==> config.mk <==
export PLATFORM = sky130hd
export DESIGN_NAME = phy_cfg_regs
export DESIGN_NICKNAME = d
export VERILOG_FILES = /design/src/hw/phy_cfg_pkg.sv /design/src/hw/selftest_if.sv /design/src/hw/phy_cfg_regs.sv /design/src/hw/selftest_gen.sv
export VERILOG_INCLUDE_DIRS = /design/src /design/src/hw
export SDC_FILE = /design/constraint.sdc
export NUM_CORES = 1
export LEC_CHECK = 0
export BUFFER_PORTS_ARGS = -buffer_cell sky130_fd_sc_hd__buf_2
export CAP_MARGIN = 20
export CORE_UTILIZATION = 40
export DETAILED_ROUTE_END_ITERATION = 12
export GPL_TIMING_DRIVEN = 0
export PLACE_DENSITY_LB_ADDON = 0.08
export SLEW_MARGIN = 20
export SYNTH_ARGS = -nofsm -noshare
export SYNTH_HDL_FRONTEND = slang
export SYNTH_HIERARCHICAL = 1
export SYNTH_SLANG_ARGS = --single-unit
==> constraint.sdc <==
create_clock -name core_clk -period 9.69 [get_ports core_clk]
set_input_delay 1.4535 -clock core_clk [delete_from_list [all_inputs] [get_ports core_clk]]
set_output_delay 1.4535 -clock core_clk [all_outputs]
set_load 0.01 [all_outputs]
==> src/hw/phy_cfg_defs.svh <==
// Offsets, reset values and counts of the transceiver configuration bank
`ifndef PHY_CFG_DEFS_SVH
`define PHY_CFG_DEFS_SVH
// Register indices as printed; byte address is four times the index
`define IDX_PKT_LEN      12'h07B
`define IDX_GAP_LEN      12'h07C
`define IDX_CLK_DELAY    12'h086
`define IDX_EQ_CFG       12'h08A
`define IDX_GAIN_AB      12'h0A0
`define IDX_GAIN_CD      12'h0A1
`define IDX_SWING_AB     12'h0A2
`define IDX_ST_CTRL      12'h0C0
`define IDX_ST_STATUS    12'h0C1
`define ADDR_PKT_LEN     12'(`IDX_PKT_LEN * 12'h004)
`define ADDR_GAP_LEN     12'(`IDX_GAP_LEN * 12'h004)
`define ADDR_CLK_DELAY   12'(`IDX_CLK_DELAY * 12'h004)
`define ADDR_EQ_CFG      12'(`IDX_EQ_CFG * 12'h004)
`define ADDR_GAIN_AB     12'(`IDX_GAIN_AB * 12'h004)
`define ADDR_GAIN_CD     12'(`IDX_GAIN_CD * 12'h004)
`define ADDR_SWING_AB    12'(`IDX_SWING_AB * 12'h004)
`define ADDR_ST_CTRL     12'(`IDX_ST_CTRL * 12'h004)
`define ADDR_ST_STATUS   12'(`IDX_ST_STATUS * 12'h004)
// Reset values
`define RST_PKT_LEN      16'h05DC
`define RST_GAP_FIELD    8'h7D
`define RST_EQ_WORD      16'h0000
`define RST_DELAY_CODE   4'h7
`define RST_GAIN_CODE    4'h8
`define RST_SWING_A      5'h10
`define RST_SWING_B      5'h08
// Field positions
`define TX_DLY_LSB       4
`define CHAN_B_LSB       8
`define OVR_BIT          5
// Self-test framing
`define PRE_NIBBLES      4'hD
`define PRE_NIBBLE       4'h5
`define SFD_BYTE         8'hD5
// Strap settle: edges after reset release before straps are taken
`define STRAP_SETTLE     2'h2
// AXI responses
`define RESP_OKAY        2'h0
`define RESP_DECERR      2'h3
`endif

==> src/hw/phy_cfg_pkg.sv <==
// Types shared by the configuration bank and its self-test generator
package phy_cfg_pkg;
   typedef logic [15:0] word_t;
   typedef enum logic [2:0] {
      GEN_IDLE   = 3'b000,
      GEN_PRE    = 3'b001,
      GEN_SFD_LO = 3'b010,
      GEN_SFD_HI = 3'b011,
      GEN_DATA   = 3'b100,
      GEN_GAP    = 3'b101
   } gen_state_e;
endpackage

==> src/hw/selftest_if.sv <==
// Link between the register bank and the self-test generator
`timescale 1ns/1ps
`default_nettype none
interface selftest_if;
   logic                enable;
   phy_cfg_pkg::word_t  pktLen;
   logic [7:0]          gapField;
   logic [3:0]          nibble;
   logic                nibbleValid;
   logic                busy;
   phy_cfg_pkg::word_t  packetCount;
   modport ctrl (output enable, output pktLen, output gapField,
                 input nibble, input nibbleValid, input busy,
                 input packetCount);
   modport gen  (input enable, input pktLen, input gapField,
                 output nibble, output nibbleValid, output busy,
                 output packetCount);
endinterface
`default_nettype wire

==> src/hw/phy_cfg_regs.sv <==
// Transceiver configuration bank: self-test, delay, equalizer, trims
//
// Contract
// RULE1 - Every self-test packet carries exactly the programmed length; reset 1500 bytes.
// RULE2 - Each packet starts with thirteen 0x5 nibbles then delimiter byte 0xD5.
// RULE3 - An idle gap separates packets; gap field resets to 0x7D (500 bytes).
// RULE4 - Gap length in bytes is four times the gap field.
// RULE5 - Receive equalizer word is read-write, resets to zero.
// RULE6 - Transmit delay code in bits 7:4 gives (code+1) quarter nanoseconds.
// RULE7 - Receive delay code in bits 3:0 gives quarter-nanosecond steps, 0.25 to 4.00.
// RULE8 - Receive delay uses the same monotonic code+1 quarter-ns encoding.
// RULE9 - With strapping selected, low three bits of each delay load from straps.
// RULE10 - Delay register bits 15:8 ignore writes and read as zero.
// RULE11 - Fine gain code steps two percent; 0 is -16%, 8 neutral.
// RULE12 - Fine gain resets from factory trim and stays writable.
// RULE13 - Gains A,B in bits 3:0,11:8 of one register; C,D likewise next.
// RULE14 - Channel A/B swing value applies only while its override bit is set.
//
// Design decision made here: the AXI4-Lite slave port.
`timescale 1ns/1ps
`default_nettype none
`include "phy_cfg_defs.svh"
module phy_cfg_regs (
   input  wire logic        core_clk,
   input  wire logic        arst_n,
   input  wire logic [11:0] awaddr,
   input  wire logic        awvalid,
   output var  logic        awready,
   input  wire logic [31:0] wdata,
   input  wire logic [3:0]  wstrb,
   input  wire logic        wvalid,
   output var  logic        wready,
   output var  logic [1:0]  bresp,
   output var  logic        bvalid,
   input  wire logic        bready,
   input  wire logic [11:0] araddr,
   input  wire logic        arvalid,
   output var  logic        arready,
   output var  logic [31:0] rdata,
   output var  logic [1:0]  rresp,
   output var  logic        rvalid,
   input  wire logic        rready,
   input  wire logic        strapSelect,
   input  wire logic [2:0]  strapTxDelay,
   input  wire logic [2:0]  strapRxDelay,
   input  wire logic [15:0] trimGain,
   input  wire logic [4:0]  autoSwingA,
   input  wire logic [4:0]  autoSwingB,
   output var  logic [4:0]  txDelaySteps,
   output var  logic [4:0]  rxDelaySteps,
   output var  logic [23:0] gainPercent,
   output var  logic [4:0]  swingA,
   output var  logic [4:0]  swingB,
   output var  logic [15:0] eqWord,
   output logic [3:0]       selftestNibble,
   output logic             selftestValid
);
   // Register state
   phy_cfg_pkg::word_t pktLen;
   logic [7:0]         gapField;
   logic [3:0]         txDelay;
   logic [3:0]         rxDelay;
   logic [3:0]         gainCode [4];
   logic [4:0]         swingValA;
   logic [4:0]         swingValB;
   logic               overrideA;
   logic               overrideB;
   logic               selftestEnable;
   // Bus holding state
   logic [11:0]        awAddrQ;
   logic [15:0]        wDataQ;
   logic [1:0]         wStrbQ;
   // Pin synchronisers and strap loader
   logic [22:0]        pinMeta;
   logic [22:0]        pinSync;
   logic [1:0]         loadCnt;
   // Decode and read path
   logic               doWrite;
   logic               loadNow;
   logic               strapOn;
   logic [2:0]         syncTx;
   logic [2:0]         syncRx;
   logic [15:0]        syncTrim;
   logic [15:0]        wMask;
   logic [15:0]        wMerged;
   logic               wrLen;
   logic               wrGap;
   logic               wrDelay;
   logic               wrEq;
   logic               wrGainAB;
   logic               wrGainCD;
   logic               wrSwing;
   logic               wrCtrl;
   logic               wrHit;
   phy_cfg_pkg::word_t rdDelay;
   phy_cfg_pkg::word_t rdGainAB;
   phy_cfg_pkg::word_t rdGainCD;
   phy_cfg_pkg::word_t rdSwing;
   logic [11:0]        rdIdx;
   logic [31:0]        rdMux;
   logic               rdHit;

   selftest_if st ();

   selftest_gen u_gen (
      .core_clk (core_clk),
      .arst_n   (arst_n),
      .st       (st.gen)
   );

   assign st.enable      = selftestEnable;
   assign st.pktLen      = pktLen;
   assign st.gapField    = gapField;
   assign selftestNibble = st.nibble;
   assign selftestValid  = st.nibbleValid;

   // Pins are asynchronous to the core clock: two flops before use
   always_ff @(posedge core_clk or negedge arst_n) begin
      if (!arst_n) begin
         pinMeta <= 23'h000000;
         pinSync <= 23'h000000;
      end else begin
         pinMeta <= {strapSelect, strapTxDelay, strapRxDelay, trimGain};
         pinSync <= pinMeta;
      end
   end

   assign strapOn  = pinSync[22];
   assign syncTx   = pinSync[21:19];
   assign syncRx   = pinSync[18:16];
   assign syncTrim = pinSync[15:0];

   // Straps and trim are taken once the synchroniser has filled, never
   // from the raw pin under reset
   always_ff @(posedge core_clk or negedge arst_n) begin
      if (!arst_n) begin
         loadCnt <= 2'h0;
      end else if (loadCnt != 2'h3) begin
         loadCnt <= 2'(loadCnt + 2'h1);
      end
   end

   assign loadNow = (loadCnt == `STRAP_SETTLE);

   // Write decode; byte lanes 0 and 1 cover the 16-bit registers
   assign doWrite  = !awready && !wready && !bvalid;
   assign wrLen    = doWrite && (awAddrQ == `ADDR_PKT_LEN);
   assign wrGap    = doWrite && (awAddrQ == `ADDR_GAP_LEN);
   assign wrDelay  = doWrite && (awAddrQ == `ADDR_CLK_DELAY);
   assign wrEq     = doWrite && (awAddrQ == `ADDR_EQ_CFG);
   assign wrGainAB = doWrite && (awAddrQ == `ADDR_GAIN_AB);
   assign wrGainCD = doWrite && (awAddrQ == `ADDR_GAIN_CD);
   assign wrSwing  = doWrite && (awAddrQ == `ADDR_SWING_AB);
   assign wrCtrl   = doWrite && (awAddrQ == `ADDR_ST_CTRL);
   assign wrHit    = wrLen || wrGap || wrDelay || wrEq || wrGainAB ||
                     wrGainCD || wrSwing || wrCtrl;
   assign wMask    = {{8{wStrbQ[1]}}, {8{wStrbQ[0]}}};

   // Self-test length, gap and control
   always_ff @(posedge core_clk or negedge arst_n) begin
      if (!arst_n) begin
         pktLen         <= `RST_PKT_LEN;                    // RULE1
         gapField       <= `RST_GAP_FIELD;                  // RULE3
         selftestEnable <= 1'b0;
      end else begin
         if (wrLen) begin
            pktLen <= (pktLen & ~wMask) | (wDataQ & wMask); // RULE1
         end
         if (wrGap && wStrbQ[0]) begin
            gapField <= wDataQ[7:0];                        // RULE4
         end
         if (wrCtrl && wStrbQ[0]) begin
            selftestEnable <= wDataQ[0];
         end
      end
   end

   // Equalizer word drives the receiver directly
   assign wMerged = (eqWord & ~wMask) | (wDataQ & wMask);
   always_ff @(posedge core_clk or negedge arst_n) begin
      if (!arst_n) begin
         eqWord <= `RST_EQ_WORD;                            // RULE5
      end else if (wrEq) begin
         eqWord <= wMerged;                                 // RULE5
      end
   end

   // Clock delay codes; the strap load fills the low three bits and clears bit 3
   always_ff @(posedge core_clk or negedge arst_n) begin
      if (!arst_n) begin
         txDelay <= `RST_DELAY_CODE;
         rxDelay <= `RST_DELAY_CODE;
      end else if (loadNow && strapOn) begin
         txDelay <= {1'b0, syncTx};                         // RULE9
         rxDelay <= {1'b0, syncRx};                         // RULE9
      end else if (wrDelay && wStrbQ[0]) begin
         txDelay <= wDataQ[`TX_DLY_LSB +: 4];               // RULE6 RULE10
         rxDelay <= wDataQ[3:0];                            // RULE7 RULE10
      end
   end

   // Delay outputs in quarter-ns units, code plus one on both paths
   always_ff @(posedge core_clk or negedge arst_n) begin
      if (!arst_n) begin
         txDelaySteps <= 5'h00;
         rxDelaySteps <= 5'h00;
      end else begin
         txDelaySteps <= 5'({1'b0, txDelay} + 5'h01);       // RULE6
         rxDelaySteps <= 5'({1'b0, rxDelay} + 5'h01);       // RULE7 RULE8
      end
   end

   // Fine gain per channel: even channels low nibble, odd ones bits 11:8
   for (genvar ch = 0; ch < 4; ch++) begin : g_gain
      localparam int LSB = (ch % 2) * `CHAN_B_LSB;
      logic wrSel;
      assign wrSel = (ch < 2) ? wrGainAB : wrGainCD;        // RULE13
      always_ff @(posedge core_clk or negedge arst_n) begin
         if (!arst_n) begin
            gainCode[ch] <= `RST_GAIN_CODE;
         end else if (loadNow) begin
            gainCode[ch] <= syncTrim[ch*4 +: 4];            // RULE12
         end else if (wrSel && wStrbQ[ch % 2]) begin
            gainCode[ch] <= wDataQ[LSB +: 4];               // RULE12 RULE13
         end
      end
      // Percent change is twice the code, offset so code 8 is neutral
      always_ff @(posedge core_clk or negedge arst_n) begin
         if (!arst_n) begin
            gainPercent[ch*6 +: 6] <= 6'h00;
         end else begin
            gainPercent[ch*6 +: 6] <=
               6'({1'b0, gainCode[ch], 1'b0} - 6'h10);      // RULE11
         end
      end
   end

   // Line-driver swing values and their override bits
   always_ff @(posedge core_clk or negedge arst_n) begin
      if (!arst_n) begin
         swingValA <= `RST_SWING_A;
         swingValB <= `RST_SWING_B;
         overrideA <= 1'b0;
         overrideB <= 1'b0;
      end else if (wrSwing) begin
         if (wStrbQ[0]) begin
            swingValA <= wDataQ[4:0];
            overrideA <= wDataQ[`OVR_BIT];
         end
         if (wStrbQ[1]) begin
            swingValB <= wDataQ[`CHAN_B_LSB +: 5];
            overrideB <= wDataQ[`CHAN_B_LSB + `OVR_BIT];
         end
      end
   end

   // Without an override the internally chosen swing passes through
   always_ff @(posedge core_clk or negedge arst_n) begin
      if (!arst_n) begin
         swingA <= `RST_SWING_A;
         swingB <= `RST_SWING_B;
      end else begin
         swingA <= overrideA ? swingValA : autoSwingA;      // RULE14
         swingB <= overrideB ? swingValB : autoSwingB;      // RULE14
      end
   end

   // Write channels: address and data taken in either order, then B
   always_ff @(posedge core_clk or negedge arst_n) begin
      if (!arst_n) begin
         awready <= 1'b1;
         wready  <= 1'b1;
         awAddrQ <= 12'h000;
         wDataQ  <= 16'h0000;
         wStrbQ  <= 2'h0;
         bvalid  <= 1'b0;
         bresp   <= `RESP_OKAY;
      end else begin
         if (awready && awvalid) begin
            awready <= 1'b0;
            awAddrQ <= {awaddr[11:2], 2'b00};
         end
         if (wready && wvalid) begin
            wready <= 1'b0;
            wDataQ <= wdata[15:0];
            wStrbQ <= wstrb[1:0];
         end
         if (doWrite) begin
            bvalid <= 1'b1;
            bresp  <= wrHit ? `RESP_OKAY : `RESP_DECERR;
         end else if (bvalid && bready) begin
            bvalid  <= 1'b0;
            awready <= 1'b1;
            wready  <= 1'b1;
         end
      end
   end

   // Read decode; reserved bits read as zero
   assign rdDelay  = {8'h00, txDelay, rxDelay};             // RULE10
   assign rdGainAB = {4'h0, gainCode[1], 4'h0, gainCode[0]};
   assign rdGainCD = {4'h0, gainCode[3], 4'h0, gainCode[2]};
   assign rdSwing  = {2'h0, overrideB, swingValB,
                      2'h0, overrideA, swingValA};
   assign rdIdx    = {2'b00, araddr[11:2]};
   assign rdHit    = (rdIdx == `IDX_PKT_LEN) ||
                     (rdIdx == `IDX_GAP_LEN) ||
                     (rdIdx == `IDX_CLK_DELAY) ||
                     (rdIdx == `IDX_EQ_CFG) ||
                     (rdIdx == `IDX_GAIN_AB) ||
                     (rdIdx == `IDX_GAIN_CD) ||
                     (rdIdx == `IDX_SWING_AB) ||
                     (rdIdx == `IDX_ST_CTRL) ||
                     (rdIdx == `IDX_ST_STATUS);
   assign rdMux =
      (rdIdx == `IDX_PKT_LEN)   ? {16'h0000, pktLen}          :
      (rdIdx == `IDX_GAP_LEN)   ? {24'h000000, gapField}      :
      (rdIdx == `IDX_CLK_DELAY) ? {16'h0000, rdDelay}         :
      (rdIdx == `IDX_EQ_CFG)    ? {16'h0000, eqWord}          :
      (rdIdx == `IDX_GAIN_AB)   ? {16'h0000, rdGainAB}        :
      (rdIdx == `IDX_GAIN_CD)   ? {16'h0000, rdGainCD}        :
      (rdIdx == `IDX_SWING_AB)  ? {16'h0000, rdSwing}         :
      (rdIdx == `IDX_ST_CTRL)   ? {31'h00000000,
                                   selftestEnable}            :
      (rdIdx == `IDX_ST_STATUS) ? {15'h0000, st.busy,
                                   st.packetCount}            :
                                  32'h00000000;

   // Read channel: one register stage, data held until taken
   always_ff @(posedge core_clk or negedge arst_n) begin
      if (!arst_n) begin
         arready <= 1'b1;
         rvalid  <= 1'b0;
         rdata   <= 32'h00000000;
         rresp   <= `RESP_OKAY;
      end else if (arready && arvalid) begin
         arready <= 1'b0;
         rvalid  <= 1'b1;
         rdata   <= rdMux;
         rresp   <= rdHit ? `RESP_OKAY : `RESP_DECERR;
      end else if (rvalid && rready) begin
         rvalid  <= 1'b0;
         arready <= 1'b1;
      end
   end
endmodule
`default_nettype wire

==> src/hw/selftest_gen.sv <==
// Self-test packet generator: preamble, delimiter, payload, idle gap
`timescale 1ns/1ps
`default_nettype none
`include "phy_cfg_defs.svh"
module selftest_gen (
   input wire logic  core_clk,
   input wire logic  arst_n,
   selftest_if.gen   st
);
   phy_cfg_pkg::gen_state_e state;
   phy_cfg_pkg::word_t      cnt;
   phy_cfg_pkg::word_t      lenQ;
   logic [10:0]             gapQ;
   logic                    phase;
   logic [3:0]              nibble;
   logic                    nibbleValid;
   phy_cfg_pkg::word_t      packetCount;
   logic [7:0]              dataByte;
   logic                    lastByte;
   logic                    gapDone;

   // Payload is the running byte index; gap counts nibble times
   assign dataByte = cnt[7:0];
   assign lastByte = (16'(cnt + 16'h0001) == lenQ);
   assign gapDone  = (11'(cnt[10:0] + 11'h001) >= gapQ);
   assign st.nibble      = nibble;
   assign st.nibbleValid = nibbleValid;
   assign st.busy        = (state != phy_cfg_pkg::GEN_IDLE);
   assign st.packetCount = packetCount;

   // Framing sequencer; settings are latched per packet so a write
   // mid-packet never produces a torn frame
   always_ff @(posedge core_clk or negedge arst_n) begin
      if (!arst_n) begin
         state       <= phy_cfg_pkg::GEN_IDLE;
         cnt         <= 16'h0000;
         lenQ        <= 16'h0000;
         gapQ        <= 11'h000;
         phase       <= 1'b0;
         nibble      <= 4'h0;
         nibbleValid <= 1'b0;
         packetCount <= 16'h0000;
      end else begin
         case (state)
            phy_cfg_pkg::GEN_IDLE, phy_cfg_pkg::GEN_GAP: begin
               if (state == phy_cfg_pkg::GEN_GAP && !gapDone) begin
                  cnt <= 16'(cnt + 16'h0001);
               end else if (st.enable) begin
                  state       <= phy_cfg_pkg::GEN_PRE;      // RULE2
                  cnt         <= 16'h0001;
                  lenQ        <= st.pktLen;                 // RULE1
                  gapQ        <= {st.gapField, 3'b000};     // RULE3 RULE4
                  nibble      <= `PRE_NIBBLE;
                  nibbleValid <= 1'b1;
               end else begin
                  state <= phy_cfg_pkg::GEN_IDLE;
               end
            end
            phy_cfg_pkg::GEN_PRE: begin
               if (cnt[3:0] == `PRE_NIBBLES) begin
                  state  <= phy_cfg_pkg::GEN_SFD_LO;
                  nibble <= 4'(`SFD_BYTE & 8'h0F);          // RULE2
               end else begin
                  cnt    <= 16'(cnt + 16'h0001);
                  nibble <= `PRE_NIBBLE;
               end
            end
            phy_cfg_pkg::GEN_SFD_LO: begin
               state  <= phy_cfg_pkg::GEN_SFD_HI;
               nibble <= 4'(`SFD_BYTE >> 4);                // RULE2
            end
            phy_cfg_pkg::GEN_SFD_HI: begin
               cnt   <= 16'h0000;
               phase <= 1'b0;
               if (lenQ == 16'h0000) begin
                  state       <= phy_cfg_pkg::GEN_GAP;
                  nibbleValid <= 1'b0;
                  packetCount <= 16'(packetCount + 16'h0001);
               end else begin
                  state  <= phy_cfg_pkg::GEN_DATA;
                  nibble <= 4'h0;
               end
            end
            phy_cfg_pkg::GEN_DATA: begin
               if (!phase) begin
                  phase  <= 1'b1;
                  nibble <= dataByte[7:4];
               end else if (lastByte) begin
                  state       <= phy_cfg_pkg::GEN_GAP;      // RULE1 RULE3
                  cnt         <= 16'h0000;
                  nibbleValid <= 1'b0;
                  packetCount <= 16'(packetCount + 16'h0001);
               end else begin
                  cnt    <= 16'(cnt + 16'h0001);
                  phase  <= 1'b0;
                  nibble <= 4'(16'(cnt + 16'h0001));
               end
            end
            default: begin
               state       <= phy_cfg_pkg::GEN_IDLE;
               nibbleValid <= 1'b0;
            end
         endcase
      end
   end
endmodule
`default_nettype wire

# --- Yosys cells after proc, flatten, opt, wreduce, memory -nomap -nowiden ---
# Cells that the tools add are included.
classes:
  eq_ne: 36
  bitwise_logic: 8
  mux: 69
  n_reduce_logical: 66
  n_addsub: 10
  n_lt_le_gt_ge: 1
ops:
  columns: ["operator", "count"]
  rows:
  - ["17-bit 2-to-1 mux", 9]
  - ["10-bit by 8-bit == test with 1-bit output, second input constant", 13]
  - ["16-bit 2-to-1 mux", 8]
  - ["4-bit 2-to-1 mux", 17]
  - ["16-bit one-hot mux with 4 select lines", 1]
  - ["16-bit bitwise AND", 3]
  - ["10-bit by 7-bit == test with 1-bit output, second input constant", 4]
  - ["16-bit by 1-bit adder with 16-bit output, second input constant", 2]
  - ["16-bit OR", 2]
  - ["16-bit one-hot mux with 2 select lines", 1]
  - ["1-bit logical AND", 24]
  - ["5-bit by 5-bit subtractor with 6-bit output, second input constant", 4]
  - ["1-bit 2-to-1 mux", 21]
  - ["4-bit one-hot mux with 5 select lines", 1]
  - ["16-bit == test", 1]
  - ["16-bit zero test", 1]
  - ["16-bit inverter", 1]
  - ["2-bit nonzero test", 8]
  - ["1-bit logical OR", 15]
  - ["3-bit one-hot mux with 5 select lines", 1]
  - ["3-bit 2-to-1 mux", 4]
  - ["4-bit AND reduction", 3]
  - ["11-bit by 1-bit adder with 11-bit output, second input constant", 1]
  - ["11-bit greater-or-equal comparator", 1]
  - ["26 further kinds", 44]
totals:
  reg_bits: 303
  in_bits: 100
  out_inout_bits: 106
  wordCells: 234

# --- Logic depth before layout (Yosys ltp) ---
depth:
  ltp_word: 12
  mapped_depth: 15
  mapped_depth_nobuf: 13

# --- Cells and area by module ---
# The synthesis kept the hierarchy.
modules_own_cells:
  columns: ["mod", "area_per_inst_um2", "cells_per_inst", "seq_area_each_um2", "n_inst"]
  rows:
  - ["phy_cfg_regs", 8811.0, 675, 5367.6, 1]
  - ["selftest_gen", 4225.3, 414, 1626.6, 1]

# --- Least setup slack after synthesis ---
# No wires, ideal clock.
synth_path:
  path_type: "register to register"
  start: "register u_gen.cnt[1]"
  end: "register u_gen.gapQ[3]"
  n_path_buf: 2
  period_less_slack_ps: 3343
  required_time_ps: 9565
  setup_time_ps: 125
  setup_slack_ps: 6347
  path_stages_with_launch: 16
  t_arrival_ps: 3218
  path_cell_list: "dfrtp_1 > ha_1 > nand3_4 > or2_2 > xnor2_1 > ha_1 > o21a_1 > o211ai_1 > a31o_2 > a21oi_1 > o211ai_1 > o21ai_0 > and3b_1 > buf_2 > buf_4 > mux2_2"
synth_between:
  elab_chain_len: 6
synth_lines:
  columns: ["item", "line_no", "source"]
  rows:
  - ["start, declared", "selftest_gen.sv:11", "phy_cfg_pkg::word_t cnt;"]
  - ["start signal, assigned", "selftest_gen.sv:47", "cnt <= 16'(cnt + 16'h0001);"]
  - ["start signal, assigned", "selftest_gen.sv:64", "cnt <= 16'(cnt + 16'h0001);"]
  - ["start signal, assigned", "selftest_gen.sv:94", "cnt <= 16'(cnt + 16'h0001);"]
  - ["11-bit by 1-bit adder with 11-bit output", "selftest_gen.sv:25", "assign gapDone = (11'(cnt[10:0] + 11'h001) >= gapQ);"]
  - ["11-bit greater-or-equal comparator", "selftest_gen.sv:25", null]
  - ["1-bit zero test", "selftest_gen.sv:46", "if (state == phy_cfg_pkg::GEN_GAP && !gapDone) begin"]
  - ["1-bit logical AND", "selftest_gen.sv:46", null]
  - ["1-bit inverter (no source line)", null, null]
  - ["3-bit AND reduction (no source line)", null, null]
  - ["end signal, assigned", "selftest_gen.sv:52", "gapQ <= {st.gapField, 3'b000};"]
  - ["end, declared", "selftest_gen.sv:13", "logic [10:0] gapQ;"]
# No other way between the ends.
# A chain may end at the register's enable or synchronous reset.

# --- Final worst setup path ---
layout_path:
  start: "register u_gen.cnt[1]"
  end: "register u_gen.gapQ[4]"
# The elaborated chain is that of the path after synthesis.

==> Implementation_results.wiki <==
{| class="wikitable"
! Metric !! Value
|-
| Fraction of layout instances using a drive strength above 1 || 34.66%
|-
| Post-route setup slack || around 5.4 ns
|-
| Avg Synthesized Cell Area || 11.97 sq um
|-
| Total I/O pin count || 206
|-
| Signed area change from the synthesized netlist to the final layout || 19.58%
|-
| Final core area utilization || 49.02%
|-
| Post-synthesis sequential element count || 278
|-
| Pin count of the biggest net entering global routing || 99
|-
| Clock transition at the registers of the reported paths || 0.06 ns
|-
| Required time of the critical path || 10.13 ns
|-
| Gr usage total || ~22%
|-
| Std cell rows || 65
|-
| Detailed-route vias per instance || 5.169
|-
| R2R Path Start || u_gen/cnt[1]
|-
| Clk Latency, worst-skew pair || approximately 0.56 ns
|-
| Hold Path End || pinSync[20]
|-
| Sink Count || 278
|-
| Aggregate routed wire length || 35080 um
|-
| Count of warnings emitted by yosys || 6
|-
| Max-capacitance violation count || 0
|-
| Worst hold path startpoint || pinMeta[20]
|-
| Antenna Violating Nets Remaining || 0
|-
| Placeable Area || 31800 sq um
|-
| Hold violation count in the final report || 0
|-
| Global-route wire length before repair || 54680 um
|-
| Number of DRC markers in iteration 0 || 746
|-
| Root buffer cell || sky130_fd_sc_hd__clkbuf_16
|-
| Area of the die || 33320 sq um
|-
| Status || finished clean
|-
| Antenna diode count || 0
|-
| DP Area || between 10000 and 15000 sq um
|-
| Vertical extent of the die || 182.5 um
|-
| Cell with the largest stage delay on the worst path || sky130_fd_sc_hd__dfrtp_1
|-
| Type of the setup path with the least slack || flop to flop
|-
| Effective utilization at floorplan || 41.00%
|-
| Total power of the final layout || 3.165 mW
|-
| Sequential share of the synthesized area || 53.65%
|-
| Post-synth top area cell || sky130_fd_sc_hd__dfrtp_1
|-
| Fill cell count || 2926
|-
| Number of endpoints failing setup at the final stage || 0
|-
| CTS tree || built
|-
| Ranking of synthesized cells by area || sky130_fd_sc_hd__dfrtp_1 48%, sky130_fd_sc_hd__mux2_2 11%, sky130_fd_sc_hd__dfstp_2 6.0%
|-
| Die X || 182.5 um
|-
| Number of enable flip-flop cells after synthesis || 0
|-
| Leakage power || 7.358 nW
|-
| Setup Total Neg Slack || 0 ns
|-
| Number of antenna violations at the first check in global routing || 2
|-
| Share of synthesized flip-flops with an asynchronous set or reset || 100.0%
|-
| Type of origin of the critical path || flop
|-
| Gr ovfl total || 0
|-
| Total setup buffers inserted after CTS || 0
|-
| 1st-pass router iterations || 5
|-
| Cell count after synthesis || 1089
|-
| Arr. time, crit path || 4.71 ns
|-
| Hold-fix buffers, CTS || 0
|-
| Maximum buffer depth of the clock tree || 3
|-
| Synthesized cell area || 13040 sq um
|-
| Number of global-route vias before repair || 9192
|-
| Quantity of gates resized following cts || 0
|-
| Routed WL per cell || a little under 20 um
|-
| Crit Path Max Fanout || 10
|-
| Worst Clk Skew || about 0.012 ns
|-
| Period minus WS final || 4.264 ns
|-
| Final weighted congestion of routability-driven global placement || 0.9159
|-
| Post-route cell area || between 15000 and 20000 sq um
|-
| DR vias || 9123
|-
| Class of the tightest hold or removal check || flop to flop
|-
| Worst Setup End Kind || flop
|-
| Instance count after placement with tap cells included || between 1500 and 2000
|-
| Top flip-flop cell by instance count after synthesis || sky130_fd_sc_hd__dfrtp_1
|-
| FMAX || 0.2345 GHz
|-
| Power density cells || just over 200 nW/um^2
|-
| Count of port buffers added during placement || about 160
|-
| HPWL Detailed || 25750 um
|-
| CTS H-tree depth || 1
|-
| Post-Route Hold Slack || 0.3460 ns
|-
| Layout Nets || about 1400
|-
| Top-area cell type share of the netlist area || 47.61%
|-
| Reg2Reg Capture Point || u_gen/gapQ[4]
|-
| RSZ-0062 raised after global routing || no
|-
| Maximum cell stage delay along the critical path || about 0.47 ns
|-
| Total CTS buffers || 31
|-
| Final clock period utilization by the worst path || between 40% and 50%
|-
| R2R cell count || 14
|-
| Max Slew Vio Count || 0
|-
| Post-Place Setup Slack || 5.446 ns
|-
| DRC violations left || 0
|-
| Worst-case register-to-register setup slack || 5.43 ns
|-
| Number of different library cells in the post-synthesis netlist || 87
|-
| Transition at the pin with the smallest max-transition slack || around 0.98 ns
|-
| Final non-filler cell total || 1765
|-
| Slew headroom || 34.63%
|-
| VDD IR max || 0.1391 mV
|-
| Number of cells on the worst hold path || 0
|-
| Sequence of cells on the critical path || ha_1 -> nand3_2 -> nor3_1 -> xor2_1 -> ha_1 -> o211ai_1 -> a31o_2 -> a21oi_1 -> o211ai_1 -> o21ai_0 -> and3b_1 -> buf_2 -> buf_4 -> mux2_2
|}
[Yosys cell counts (all sizes together), types with 16 or more instances]
library cell and instances:
a21oi 48, buf 51, clkbuf 25, dfrtp 248
dfstp 30, ha 16, inv 29, mux2 127
mux2i 29, nand2 82, nand3 21, nor2 40
nor3 18, o21ai 51, xnor2 19, xor2 29
[routing by layer]
layer  part of all wire [%]  vias up  GRT usage, %  routed length (um)
met5                  0.074        -             0                  26
li1                       -     4355             -                   -
met4                    2.7        4         6.555                 947
met1                     45     4497         29.16               15730
met3                    4.3       60         3.672                1525
met2                     48      207         35.22               16840
[cells in the final DEF (no fill, tap or decap), types with 30 or more instances in the layout]
cell type / count
sky130_fd_sc_hd__clkbuf_16: 31
sky130_fd_sc_hd__nor2_1: 38
sky130_fd_sc_hd__mux2_2: 122
sky130_fd_sc_hd__nand2_1: 82
sky130_fd_sc_hd__dfrtp_1: 248
sky130_fd_sc_hd__dfstp_2: 30
sky130_fd_sc_hd__buf_2: 174
sky130_fd_sc_hd__a21oi_1: 48
sky130_fd_sc_hd__o21ai_0: 51
sky130_fd_sc_hd__buf_4: 35
[where the power goes]
part           switching (mW)  internal, mW  leakage, nW
combinational           0.264         0.235         3.36
clock                   0.482         0.719        0.531
sequential              0.169          1.30         3.47
[worst max path at each step]
stage / from / endpoint / cells past startpoint
2_1_floorplan: u_gen/cnt[1] / u_gen/gapQ[3] / 15
3_3_place_gp: arst_n / gainPercent[9] / 1
3_5_place_dp: u_gen/cnt[1] / u_gen/lenQ[6] / 14
4_1_cts: u_gen/cnt[1] / u_gen/gapQ[4] / 14
5_1_grt: u_gen/cnt[1] / u_gen/gapQ[4] / 14
6_report: u_gen/cnt[1] / u_gen/gapQ[4] / 14
[cells by family after synthesis]
kind of cell / Yosys count / synth area share (%)
simple gates: 274 / 12.89
other cells: 1 / 0.02877
xor+xnor: 50 / 3.628
fa+ha+maj: 16 / 1.536
flops: 278 / 53.65
mux: 156 / 13.20
buf+inv: 105 / 4.329
compound gates: 209 / 10.74
[worst max-delay path: cells and delay by family (launching register included)]
family | cells | cell delay [ns]
flops | 1 | 0.47
xor+xnor | 1 | 0.18
compound gates | 5 | 1.14
mux | 1 | 0.35
fa+ha+maj | 2 | 0.64
simple gates | 3 | 0.87
buf+inv | 2 | 0.48
[final cells by class]
cell class,count,area [sq um],share of cell area [%]
sequential,278,6994,44.87
multi-input combinational,724,5552,35.61
clock buffer,41,883.3,5.667
timing repair buffer,165,880.8,5.651
tap,435,544.3,3.491
buffer,76,455.4,2.922
clock inverter,17,170.2,1.092
inverter,29,108.9,0.6983
No activity file was read; power rests on OpenSTA's default activity.
